`config.mk`:
```
export PLATFORM = sky130hd
export DESIGN_NAME = dsbu_debug_unit
export DESIGN_NICKNAME = d
export VERILOG_FILES = /design/src/logic/dsbu_pkg.sv /design/src/logic/dsbu_debug_unit.sv
export SDC_FILE = /design/constraint.sdc
export NUM_CORES = 2
export LEC_CHECK = 0
export ABC_AREA = 0
export BUFFER_PORTS_ARGS = -buffer_cell sky130_fd_sc_hd__clkbuf_2
export CORE_ASPECT_RATIO = 0.5
export CORE_MARGIN = 3
export CORE_UTILIZATION = 25
export DETAILED_ROUTE_END_ITERATION = 10
export SLEW_MARGIN = 5
export SYNTH_ARGS = -nofsm -noshare
export SYNTH_HDL_FRONTEND = slang
export SYNTH_SLANG_ARGS = --single-unit
```
`constraint.sdc`:
```
create_clock -name mclk -period 5.6 [get_ports mclk]
set_input_delay 1.12 -clock mclk [delete_from_list [all_inputs] [get_ports mclk]]
set_output_delay 1.12 -clock mclk [all_outputs]
set_load 0.02 [all_outputs]
```
`src/logic/dsbu_pkg.sv`:
```
// Constants for the debug state and breakpoint unit: register indexes,
// field positions, reset values and cause codes.
// Assumes a 32-bit AXI4-Lite slave where byte address = index * 4.
package dsbu_pkg;

  // ----------------------------------------------------------------
  // Register indexes (byte address is four times the index)
  // ----------------------------------------------------------------
  localparam logic [7:0] IDX_MEMSIZE = 8'h0c;
  localparam logic [7:0] IDX_SST = 8'h10;
  localparam logic [7:0] IDX_PCS = 8'h11;
  localparam logic [7:0] IDX_SPS = 8'h12;
  localparam logic [7:0] IDX_OP_THR = 8'h13;
  localparam logic [7:0] IDX_OP_REG = 8'h14;
  localparam logic [7:0] IDX_CAUSE = 8'h15;
  localparam logic [7:0] IDX_CDATA = 8'h16;
  localparam logic [7:0] IDX_STOP = 8'h18;
  localparam logic [7:0] IDX_SCR = 8'h20;
  localparam logic [7:0] IDX_IBA = 8'h30;
  localparam logic [7:0] IDX_IBC = 8'h40;
  localparam logic [7:0] IDX_DWA1 = 8'h50;
  localparam logic [7:0] IDX_DWA2 = 8'h60;

  // ----------------------------------------------------------------
  // Sizes, fields and values
  // ----------------------------------------------------------------
  localparam int NUM_BP = 4;
  localparam int NUM_SCR = 8;
  localparam logic [31:0] MEM_SIZE_BYTES = 32'h0004_0000;
  localparam logic [31:0] MEMSIZE_MASK = 32'hffff_fffc;
  localparam logic [10:0] SST_WR_MASK = 11'h6df;
  localparam logic [10:0] SST_KEEP = 11'h7df;
  localparam logic [10:0] SST_RST = 11'h000;
  localparam int IBC_EN_BIT = 0;
  localparam int IBC_COND_BIT = 1;
  localparam int IBC_TEN_LSB = 16;
  localparam int CAUSE_NUM_LSB = 16;
  localparam int CAUSE_THR_LSB = 8;
  localparam logic [2:0] CAUSE_NONE = 3'h0;
  localparam logic [2:0] CAUSE_HOST = 3'h1;
  localparam logic [2:0] CAUSE_CALL = 3'h2;
  localparam logic [2:0] CAUSE_IBREAK = 3'h3;
  localparam logic [2:0] CAUSE_DWATCH = 3'h4;
  localparam logic [2:0] CAUSE_RWATCH = 3'h5;
  localparam logic [1:0] RESP_OKAY = 2'h0;
  localparam logic [1:0] RESP_SLVERR = 2'h2;

  typedef enum logic [1:0] {
    DSBU_WR_IDLE = 2'h1,
    DSBU_WR_RESP = 2'h2
  } dsbu_wr_st_t;

endpackage

```
`src/logic/dsbu_debug_unit.sv`:
```
// Debug state and breakpoint unit for one multi-threaded tile.
// Assumes the core supplies issue, entry and watchpoint events in mclk.
//
// Our own choice: the AXI4-Lite register port.
`timescale 1ns/100ps

// Function
// - Read-only memory size in bits 31:2, bits 1:0 read zero.
// - Capture the thread status word with its flag bits at debugger entry.
// - Status copy also holds space id, kernel issue mode, read-only issue mode.
// - Capture saved program counter at entry; software may read and write it.
// - Capture saved stack pointer at entry; software may read and write it.
// - Thread and register operands, 8 and 5 bits, drive the register fetch.
// - Three-bit cause code, reset zero, codes one to five.
// - Two-bit breakpoint number, lowest wins, zero for host and call.
// - Eight-bit thread number of the cause, zero for host requests.
// - Data watchpoint stores the access address in the cause data word.
// - Resource watchpoint stores the resource id in the same data word.
// - Eight-bit stop mask keeps marked threads halted outside debug mode.
// - Eight scratch words shared with the tile configuration port.
// - Four instruction breakpoints with 32-bit addresses raise debug interrupts.
// - Per-thread enable field, reset zero, limits each breakpoint.
// - Condition bit selects break on equal or on not equal.
// - Enable bit, reset zero; a disabled breakpoint never fires.
// - Four first data watchpoint addresses in a contiguous group.
// - Four second data watchpoint addresses, sixteen words after the first ones.
module dsbu_debug_unit
  import dsbu_pkg::*;
(
  input wire logic mclk,
  input wire logic srst,
  input wire logic ce,
  input wire logic s_axi_awvalid,
  output logic s_axi_awready,
  input wire logic [11:0] s_axi_awaddr,
  input wire logic s_axi_wvalid,
  output logic s_axi_wready,
  input wire logic [31:0] s_axi_wdata,
  input wire logic [3:0] s_axi_wstrb,
  output logic s_axi_bvalid,
  input wire logic s_axi_bready,
  output logic [1:0] s_axi_bresp,
  input wire logic s_axi_arvalid,
  output logic s_axi_arready,
  input wire logic [11:0] s_axi_araddr,
  output logic s_axi_rvalid,
  input wire logic s_axi_rready,
  output logic [31:0] s_axi_rdata,
  output logic [1:0] s_axi_rresp,
  input wire logic in_debug,
  input wire logic dbg_entry,
  input wire logic [10:0] entry_status,
  input wire logic [31:0] entry_pc,
  input wire logic [31:0] entry_sp,
  input wire logic issue_valid,
  input wire logic [2:0] issue_thread,
  input wire logic [31:0] issue_pc,
  input wire logic host_req,
  input wire logic call_req,
  input wire logic [2:0] call_thread,
  input wire logic [3:0] dw_hit,
  input wire logic [2:0] dw_thread,
  input wire logic [31:0] dw_addr,
  input wire logic [3:0] rw_hit,
  input wire logic [2:0] rw_thread,
  input wire logic [31:0] rw_id,
  output logic debug_irq,
  output logic [7:0] thread_stop,
  output logic [7:0] fetch_thread,
  output logic [4:0] fetch_reg,
  input wire logic cfg_wr,
  input wire logic [2:0] cfg_idx,
  input wire logic [31:0] cfg_wdata,
  output logic [31:0] cfg_rdata
);

  // ----------------------------------------------------------------
  // Storage
  // ----------------------------------------------------------------
  dsbu_wr_st_t wr_st_ff;
  logic aw_got_ff;
  logic w_got_ff;
  logic [11:0] aw_addr_ff;
  logic [31:0] w_data_ff;
  logic [3:0] w_strb_ff;
  logic [1:0] bresp_ff;
  logic rvalid_ff;
  logic [31:0] rdata_ff;
  logic [1:0] rresp_ff;
  logic [10:0] sst_ff;
  logic [31:0] pcs_ff;
  logic [31:0] sps_ff;
  logic [7:0] op_thr_ff;
  logic [4:0] op_reg_ff;
  logic [2:0] cause_code_ff;
  logic [1:0] cause_num_ff;
  logic [7:0] cause_thr_ff;
  logic [31:0] cdata_ff;
  logic [7:0] stop_ff;
  logic [31:0] scr_ff [NUM_SCR];
  logic [31:0] iba_ff [NUM_BP];
  logic ibc_en_ff [NUM_BP];
  logic ibc_cond_ff [NUM_BP];
  logic [7:0] ibc_ten_ff [NUM_BP];
  logic [31:0] dwa1_ff [NUM_BP];
  logic [31:0] dwa2_ff [NUM_BP];
  logic [31:0] cfg_rdata_ff;

  logic do_wr;
  logic [7:0] widx;
  logic [31:0] wm;
  logic [3:0] ib_hit;
  logic [1:0] ib_low;
  logic [2:0] ev_code;
  logic [1:0] ev_num;
  logic [7:0] ev_thr;
  logic ev_data_we;
  logic [31:0] ev_data;
  logic capture;
  logic [31:0] rd_val;
  logic rd_ok;

  // ----------------------------------------------------------------
  // Helpers
  // ----------------------------------------------------------------

  // Lowest set bit wins when several comparators fire at once.
  function automatic logic [1:0] lowest(input logic [3:0] v);
    logic [1:0] r;
    r = 2'h0;
    if (v[0]) r = 2'h0;
    else if (v[1]) r = 2'h1;
    else if (v[2]) r = 2'h2;
    else if (v[3]) r = 2'h3;
    return r;
  endfunction

  // Byte-lane merge of write data into the old register value.
  function automatic logic [31:0] merge(input logic [31:0] old,
    input logic [31:0] nw, input logic [3:0] strb);
    logic [31:0] r;
    r = old;
    for (int b = 0; b < 4; b++)
    begin
      if (strb[b]) r[b*8 +: 8] = nw[b*8 +: 8];
    end
    return r;
  endfunction

  // An address is mapped only below 0x400 and at a listed index.
  function automatic logic mapped(input logic [11:0] a);
    logic [7:0] i;
    i = a[9:2];
    mapped = (a[11:10] == 2'h0) && ((i == IDX_MEMSIZE) ||
      (i >= IDX_SST && i <= IDX_CDATA) || (i == IDX_STOP) ||
      (i >= IDX_SCR && i < IDX_SCR + 8'h08) ||
      (i >= IDX_IBA && i < IDX_IBA + 8'h04) ||
      (i >= IDX_IBC && i < IDX_IBC + 8'h04) ||
      (i >= IDX_DWA1 && i < IDX_DWA1 + 8'h04) ||
      (i >= IDX_DWA2 && i < IDX_DWA2 + 8'h04));
  endfunction

  // ----------------------------------------------------------------
  // AXI4-Lite write channel
  // ----------------------------------------------------------------

  // Address and data are caught separately, in either order.
  assign s_axi_awready = !aw_got_ff;
  assign s_axi_wready = !w_got_ff;
  assign s_axi_bvalid = (wr_st_ff == DSBU_WR_RESP);
  assign s_axi_bresp = bresp_ff;
  assign do_wr = ce && aw_got_ff && w_got_ff && (wr_st_ff == DSBU_WR_IDLE);
  assign widx = aw_addr_ff[11:10] == 2'h0 ? aw_addr_ff[9:2] : 8'hff;
  assign wm = w_data_ff;

  // Holding slots; they free only once the response is taken.
  always_ff @(posedge mclk)
  begin
    if (srst)
    begin
      aw_got_ff <= 1'b0;
      w_got_ff <= 1'b0;
      aw_addr_ff <= 12'h000;
      w_data_ff <= 32'h0;
      w_strb_ff <= 4'h0;
    end
    else if (ce)
    begin
      if (s_axi_awvalid && !aw_got_ff)
      begin
        aw_got_ff <= 1'b1;
        aw_addr_ff <= s_axi_awaddr;
      end
      if (s_axi_wvalid && !w_got_ff)
      begin
        w_got_ff <= 1'b1;
        w_data_ff <= s_axi_wdata;
        w_strb_ff <= s_axi_wstrb;
      end
      if (s_axi_bvalid && s_axi_bready)
      begin
        aw_got_ff <= 1'b0;
        w_got_ff <= 1'b0;
      end
    end
  end

  // Response state: one write in flight at a time.
  always_ff @(posedge mclk)
  begin
    if (srst)
    begin
      wr_st_ff <= DSBU_WR_IDLE;
      bresp_ff <= RESP_OKAY;
    end
    else if (ce)
    begin
      case (wr_st_ff)
        DSBU_WR_IDLE:
        begin
          if (do_wr)
          begin
            wr_st_ff <= DSBU_WR_RESP;
            bresp_ff <= mapped(aw_addr_ff) ? RESP_OKAY : RESP_SLVERR;
          end
        end
        DSBU_WR_RESP:
        begin
          if (s_axi_bready) wr_st_ff <= DSBU_WR_IDLE;
        end
        default: wr_st_ff <= DSBU_WR_IDLE;
      endcase
    end
  end

  // ----------------------------------------------------------------
  // AXI4-Lite read channel
  // ----------------------------------------------------------------

  // Read value is sampled at the address handshake; reserved bits are zero.
  always_comb
  begin
    rd_val = 32'h0;
    rd_ok = mapped(s_axi_araddr);
    case (s_axi_araddr[9:2])
      IDX_MEMSIZE: rd_val = MEM_SIZE_BYTES & MEMSIZE_MASK;
      IDX_SST: rd_val = {21'h0, sst_ff};
      IDX_PCS: rd_val = pcs_ff;
      IDX_SPS: rd_val = sps_ff;
      IDX_OP_THR: rd_val = {24'h0, op_thr_ff};
      IDX_OP_REG: rd_val = {27'h0, op_reg_ff};
      IDX_CAUSE: rd_val = {14'h0, cause_num_ff, cause_thr_ff, 5'h0, cause_code_ff};
      IDX_CDATA: rd_val = cdata_ff;
      IDX_STOP: rd_val = {24'h0, stop_ff};
      default:
      begin
        for (int i = 0; i < NUM_SCR; i++)
        begin
          if (s_axi_araddr[9:2] == IDX_SCR + 8'(i)) rd_val = scr_ff[i];
        end
        for (int i = 0; i < NUM_BP; i++)
        begin
          if (s_axi_araddr[9:2] == IDX_IBA + 8'(i)) rd_val = iba_ff[i];
          if (s_axi_araddr[9:2] == IDX_IBC + 8'(i))
            rd_val = {8'h0, ibc_ten_ff[i], 14'h0, ibc_cond_ff[i], ibc_en_ff[i]};
          if (s_axi_araddr[9:2] == IDX_DWA1 + 8'(i)) rd_val = dwa1_ff[i];
          if (s_axi_araddr[9:2] == IDX_DWA2 + 8'(i)) rd_val = dwa2_ff[i];
        end
      end
    endcase
    if (!rd_ok) rd_val = 32'h0;
  end

  assign s_axi_arready = !rvalid_ff;
  assign s_axi_rvalid = rvalid_ff;
  assign s_axi_rdata = rdata_ff;
  assign s_axi_rresp = rresp_ff;

  // Unmapped reads answer SLVERR with zero data.
  always_ff @(posedge mclk)
  begin
    if (srst)
    begin
      rvalid_ff <= 1'b0;
      rdata_ff <= 32'h0;
      rresp_ff <= RESP_OKAY;
    end
    else if (ce)
    begin
      if (s_axi_arvalid && !rvalid_ff)
      begin
        rvalid_ff <= 1'b1;
        rdata_ff <= rd_val;
        rresp_ff <= rd_ok ? RESP_OKAY : RESP_SLVERR;
      end
      else if (s_axi_rready)
      begin
        rvalid_ff <= 1'b0;
      end
    end
  end

  // ----------------------------------------------------------------
  // Instruction breakpoints
  // ----------------------------------------------------------------

  // Each comparator looks at the issuing instruction in its issue cycle.
  for (genvar gi = 0; gi < NUM_BP; gi++)
  begin : g_bp
    logic pc_eq;
    assign pc_eq = (issue_pc == iba_ff[gi]);
    assign ib_hit[gi] = issue_valid && ibc_en_ff[gi]
      && ibc_ten_ff[gi][issue_thread]
      && (ibc_cond_ff[gi] ? !pc_eq : pc_eq);

    // Breakpoint and watchpoint address words for this entry.
    always_ff @(posedge mclk)
    begin
      if (srst)
      begin
        iba_ff[gi] <= 32'h0;
        ibc_en_ff[gi] <= 1'b0;
        ibc_cond_ff[gi] <= 1'b0;
        ibc_ten_ff[gi] <= 8'h00;
        dwa1_ff[gi] <= 32'h0;
        dwa2_ff[gi] <= 32'h0;
      end
      else if (do_wr)
      begin
        if (widx == IDX_IBA + 8'(gi)) iba_ff[gi] <= merge(iba_ff[gi], wm, w_strb_ff);
        if (widx == IDX_IBC + 8'(gi))
        begin
          if (w_strb_ff[0]) ibc_en_ff[gi] <= wm[IBC_EN_BIT];
          if (w_strb_ff[0]) ibc_cond_ff[gi] <= wm[IBC_COND_BIT];
          if (w_strb_ff[2]) ibc_ten_ff[gi] <= wm[IBC_TEN_LSB +: 8];
        end
        if (widx == IDX_DWA1 + 8'(gi))
          dwa1_ff[gi] <= merge(dwa1_ff[gi], wm, w_strb_ff);
        if (widx == IDX_DWA2 + 8'(gi))
          dwa2_ff[gi] <= merge(dwa2_ff[gi], wm, w_strb_ff);
      end
    end
  end

  assign ib_low = lowest(ib_hit);

  // ----------------------------------------------------------------
  // Debug interrupt cause
  // ----------------------------------------------------------------

  // Host beats call beats breakpoint beats watchpoints when they coincide.
  always_comb
  begin
    ev_code = CAUSE_NONE;
    ev_num = 2'h0;
    ev_thr = 8'h00;
    ev_data_we = 1'b0;
    ev_data = 32'h0;
    if (host_req)
    begin
      ev_code = CAUSE_HOST;
    end
    else if (call_req)
    begin
      ev_code = CAUSE_CALL;
      ev_thr = {5'h00, call_thread};
    end
    else if (|ib_hit)
    begin
      ev_code = CAUSE_IBREAK;
      ev_num = ib_low;
      ev_thr = {5'h00, issue_thread};
    end
    else if (|dw_hit)
    begin
      ev_code = CAUSE_DWATCH;
      ev_num = lowest(dw_hit);
      ev_thr = {5'h00, dw_thread};
      ev_data_we = 1'b1;
      ev_data = dw_addr;
    end
    else if (|rw_hit)
    begin
      ev_code = CAUSE_RWATCH;
      ev_num = lowest(rw_hit);
      ev_thr = {5'h00, rw_thread};
      ev_data_we = 1'b1;
      ev_data = rw_id;
    end
  end

  // Raised in the cycle of the event so the instruction cannot complete.
  assign debug_irq = (ev_code != CAUSE_NONE) && !in_debug;
  assign capture = ce && debug_irq;

  // A captured event wins over a software write in the same cycle.
  always_ff @(posedge mclk)
  begin
    if (srst)
    begin
      cause_code_ff <= CAUSE_NONE;
      cause_num_ff <= 2'h0;
      cause_thr_ff <= 8'h00;
      cdata_ff <= 32'h0;
    end
    else if (capture)
    begin
      cause_code_ff <= ev_code;
      cause_num_ff <= ev_num;
      cause_thr_ff <= ev_thr;
      if (ev_data_we) cdata_ff <= ev_data;
    end
    else if (do_wr)
    begin
      if (widx == IDX_CAUSE && w_strb_ff[0]) cause_code_ff <= wm[2:0];
      if (widx == IDX_CAUSE && w_strb_ff[1]) cause_thr_ff <= wm[CAUSE_THR_LSB +: 8];
      if (widx == IDX_CAUSE && w_strb_ff[2]) cause_num_ff <= wm[CAUSE_NUM_LSB +: 2];
      if (widx == IDX_CDATA) cdata_ff <= merge(cdata_ff, wm, w_strb_ff);
    end
  end

  // ----------------------------------------------------------------
  // Saved state copies
  // ----------------------------------------------------------------

  // Entry capture wins over software; the issue-mode bit is not writable.
  always_ff @(posedge mclk)
  begin
    if (srst)
    begin
      sst_ff <= SST_RST;
      pcs_ff <= 32'h0;
      sps_ff <= 32'h0;
    end
    else if (ce && dbg_entry)
    begin
      sst_ff <= entry_status & SST_KEEP;
      pcs_ff <= entry_pc;
      sps_ff <= entry_sp;
    end
    else if (do_wr)
    begin
      if (widx == IDX_SST)
        sst_ff <= (sst_ff & ~SST_WR_MASK) |
          (11'(merge({21'h0, sst_ff}, wm, w_strb_ff & 4'h3)) & SST_WR_MASK);
      if (widx == IDX_PCS) pcs_ff <= merge(pcs_ff, wm, w_strb_ff);
      if (widx == IDX_SPS) sps_ff <= merge(sps_ff, wm, w_strb_ff);
    end
  end

  // ----------------------------------------------------------------
  // Operands and thread stop
  // ----------------------------------------------------------------

  // Operands feed the register fetch path directly from flip-flops.
  always_ff @(posedge mclk)
  begin
    if (srst)
    begin
      op_thr_ff <= 8'h00;
      op_reg_ff <= 5'h00;
      stop_ff <= 8'h00;
    end
    else if (do_wr && w_strb_ff[0])
    begin
      if (widx == IDX_OP_THR) op_thr_ff <= wm[7:0];
      if (widx == IDX_OP_REG) op_reg_ff <= wm[4:0];
      if (widx == IDX_STOP) stop_ff <= wm[7:0];
    end
  end

  assign fetch_thread = op_thr_ff;
  assign fetch_reg = op_reg_ff;
  // The mask only holds threads back once debug mode is left.
  assign thread_stop = stop_ff & {8{!in_debug}};

  // ----------------------------------------------------------------
  // Scratch words
  // ----------------------------------------------------------------

  // The configuration port is checked first, so it wins a same-word collision.
  for (genvar gs = 0; gs < NUM_SCR; gs++)
  begin : g_scr
    always_ff @(posedge mclk)
    begin
      if (srst)
        scr_ff[gs] <= 32'h0;
      else if (ce && cfg_wr && cfg_idx == 3'(gs))
        scr_ff[gs] <= cfg_wdata;
      else if (do_wr && widx == IDX_SCR + 8'(gs))
        scr_ff[gs] <= merge(scr_ff[gs], wm, w_strb_ff);
    end
  end

  // Configuration reads return one cycle after the index is presented.
  always_ff @(posedge mclk)
  begin
    if (srst)
      cfg_rdata_ff <= 32'h0;
    else if (ce)
      cfg_rdata_ff <= scr_ff[cfg_idx];
  end

  assign cfg_rdata = cfg_rdata_ff;
endmodule

```
==> summary.md <==
### Power
* net switching fraction of the power: 0.259
* part of the power in combinational logic: 0.093
* Sequential Power Share: 0.488
* cell internal power dissipation: 12.0 mW
* leakage power: 20.2 nW
* net switching power: 4.21 mW
* ratio of total power to cell area: 286 nW/um^2
* maximum vdd drop: 0.271 mV
* clock power share: 0.420

### Floorplan
* area of the core region: 190,000 um^2
* area of the die: 198,000 um^2
* initial cell density of the core: 0.252
* die outline height: 316 um
* I/O pin cnt: 395
* horizontal die dimension: 626 um
* number of rows created at floorplan: 113

### Global route
* antenna violations before repair: 24
* grt total ovfl: 0
* total routing resource utilization after global routing: 0.214
* pin count of the biggest net entering global routing: 89
* number of global-route vias before repair: 38,998
* wire length of the first global-routing pass: 302 mm

### Clocking
* Hold Buf Count CTS: 0
* number of clock sinks: 937
* CTS tree: built
* buffer type at the clock tree root: clkbuf_16
* buffer count from post-CTS setup fixing: 0
* clock latency on the worst-skew pair: 720 ps
* H-Tree Level Count: 3
* buffer levels on the longest clock path: 3
* Resize count post-CTS: 0
* Inserted Clock Buffers: 103
* clock transition time at the flip-flop clock pins of the worst setup and hold paths: 60 ps

### Routing
* DRC violation count after routing: 0
* ratio of routed vias to standard cells: 5.65
* violation count after the first detailed-routing iteration: 6,806
* total iterations of the first detailed-routing run: 9
* total routed wirelength: 222 mm
* via count: 41,485
* average routed wire per standard cell: 30.2 um
* number of nets still failing antenna checks after routing: 0

### Run
* max-cap violation count: 0

### Place
* input/output buffers: 387
* Area after DPL: 53,600 um^2
* Post-Place Setup Slack: 735 ps
* global placer's final weighted congestion: 1.01
* Final HPWL DP: 158 mm

### Yosys
* post-synthesis average cell area: 10.8 um^2
* Yosys cell types: 82
* count of mapped cells out of synthesis: 4,449
* netlist area before placement: 48,100 um^2
* warnings from Yosys: 0
* number of storage elements in the synthesis netlist: 937
* Post-synth ARST share: 0
* dominant register cell in the synthesized netlist: edfxtp_1
* number of enable-type register cells in the synthesized netlist: 680
* Seq/Total Area, Yosys: 0.532

### STA
* Rel. slew slack: 0.0656
* highest clock frequency the design can meet: 0.203 GHz
* Final Critical Period: 4920 ps
* final slew viol count: 0
* min setup slack post-route: 684 ps
* transition time at the pin with the least slew margin: 1390 ps
* final-report setup violation count: 0
* largest clock skew in the final design: 38.1 ps
* RSZ-0062 raised after global routing: no
* setup TNS: 0 ps
* Hold Violations, Final: 0
* final worst-path cycle share: 0.878

### Final layout
* # nets final: 5,016
* post-route design area: 56,900 um^2
* fraction of final layout cells sized beyond drive strength 1: 0.197
* area overhead of the layout relative to synthesis: 18.3%
* share of the core filled with cells: 0.299
* max reg flops: 256
* top register by number of flip-flops: scr_ff

### Critical path
* R2R depth: 7
* category of the worst setup path capture point: output port
* launching element type of the critical path: flop
* crit path DAT: 3800 ps
* maximum fanout count along the critical path: 7
* type of the setup path with the least slack: reg -> out
* endpoint required time on the critical path: 4480 ps

### Hold path
* worst hold stages: 2
* worst min path class: reg -> reg

### Outcome
* run status: finished clean

## metal layers
metal,GRT usage,vias to the layer above,part of all wire
li1,-,17488,-
met1,0.260,20600,0.36
met2,0.340,2788,0.45
met3,0.0498,601,0.11
met4,0.142,8,0.077
met5,0,-,0.00025
## cells in the mapped netlist, types with 10 or more instances
| cell | n | share of area |
|---|---|---|
| buf_2 | 23 | 0.0024 |
| o21a_1 | 11 | 0.0017 |
| a222oi_1 | 71 | 0.015 |
| nor2b_1 | 15 | 0.0020 |
| mux4_2 | 71 | 0.033 |
| nor4_1 | 41 | 0.0053 |
| a211oi_1 | 130 | 0.020 |
| a21oi_1 | 290 | 0.030 |
| a22o_1 | 303 | 0.055 |
| a31oi_1 | 25 | 0.0033 |
| nand3_1 | 36 | 0.0037 |
| o221ai_1 | 19 | 0.0035 |
| o41ai_1 | 25 | 0.0046 |
| dfxtp_1 | 257 | 0.11 |
| and2_1 | 453 | 0.059 |
| inv_1 | 17 | 0.0013 |
| nand2_1 | 381 | 0.030 |
| a22oi_1 | 98 | 0.015 |
| nand2b_1 | 30 | 0.0039 |
| mux2i_1 | 86 | 0.018 |
| a21o_1 | 28 | 0.0044 |
| nand4_1 | 31 | 0.0040 |
| xnor2_1 | 32 | 0.0058 |
| edfxtp_1 | 680 | 0.42 |
| o2111ai_1 | 10 | 0.0018 |
| o22ai_1 | 32 | 0.0042 |
| xor2_1 | 97 | 0.018 |
| a221oi_1 | 77 | 0.014 |
| a221o_1 | 16 | 0.0033 |
| buf_1 | 62 | 0.0048 |
| clkbuf_1 | 377 | 0.029 |
| o21ai_0 | 105 | 0.011 |
| or3_1 | 12 | 0.0016 |
| nor3_1 | 43 | 0.0045 |
| a2bb2oi_1 | 16 | 0.0029 |
| nor2_1 | 298 | 0.023 |
## layout by cell type, fill, tap and decap left out, drive strengths merged, types with 28 or more instances in the layout
| cell type | n |
|---|---|
| edfxtp | 680 |
| clkbuf | 526 |
| and2 | 454 |
| nand2 | 381 |
| a22o | 303 |
| nor2 | 298 |
| a21oi | 290 |
| dfxtp | 257 |
| buf | 246 |
| a211oi | 130 |
| o21ai | 106 |
| a22oi | 98 |
| xor2 | 97 |
| mux2i | 86 |
| a221oi | 77 |
| mux4 | 71 |
| a222oi | 71 |
| nor4 | 46 |
| nor3 | 44 |
| clkinv | 39 |
| nand3 | 36 |
| xnor2 | 32 |
| o22ai | 32 |
| nand4 | 31 |
| nand2b | 30 |
| a21o | 28 |
## power groups by stage
| stage | clock (mW) | sequential [mW] | combinational, mW |
|---|---|---|---|
| after floorplan | 0 | 7.98 | 0.775 |
| after detailed placement | 0 | 8.06 | 1.46 |
| final | 6.82 | 7.92 | 1.51 |
| after CTS | 6.82 | 7.91 | 1.47 |
| after global routing | 7.09 | 7.94 | 1.56 |
| after global placement | 0 | 8.05 | 1.46 |
## layout make-up
class / instances / area (um^2)
multi-input cells: 3028 / 20900
fillers: 19504 / 134000
clock inverters: 48 / 364
repair buffers: 629 / 3870
flip-flops and latches: 937 / 25600
well taps: 2530 / 3170
clock buffers: 143 / 2950
diodes: 13 / 32.5
inverters: 17 / 65.1
## final timing paths
| path | start | endpoint | slack [ps] |
|---|---|---|---|
| min reg2reg | s_axi_rdata[10]$_SDFFE_PP0P_ | s_axi_rdata[10]$_SDFFE_PP0P_ | 470 |
| max reg2reg | aw_addr_ff[11]$_SDFFE_PP0P_ | scr_ff[5][23]$_DFFE_PP_ | 1690 |
| min | s_axi_rdata[10]$_SDFFE_PP0P_ | s_axi_rdata[10]$_SDFFE_PP0P_ | 470 |
| max | iba_ff[0][1]$_SDFFCE_PN0P_ | debug_irq | 680 |
## worst max-delay path: stages, from the launching register on
cell and delay [ps]:
edfxtp_1 580, xor2_1 230, nor4_1 300, nand4_1 310, o211ai_1 760, nand3_1 270
nor4_1 250, buf_4 180, nor2_1 40, clkbuf_2 170
## stage by stage
stage / instances / total power [mW] / hold WS (ps)
after detailed placement: 7141 / 9.52 / 449
after global routing: 7342 / 16.6 / 487
after CTS: 7332 / 16.2 / 468
final: 7345 / 16.2 / 466
after global placement: 7141 / 9.50 / 441
after floorplan: 4450 / 8.75 / 436
## logic make-up (layout without fill, tap and decap cells)
logic type             Yosys count  after routing  synth area share
AND/OR/NAND/NOR               1411           1411             0.150
AO/OA/AOI/OAI                 1322           1322             0.203
flip-flops                     937            937             0.532
buffers and inverters          485            837            0.0390
multiplexers                   164            164            0.0528
XOR/XNOR                       129            129            0.0235
other                            1             15         0.0000780
(Power assumes the default switching activity.)
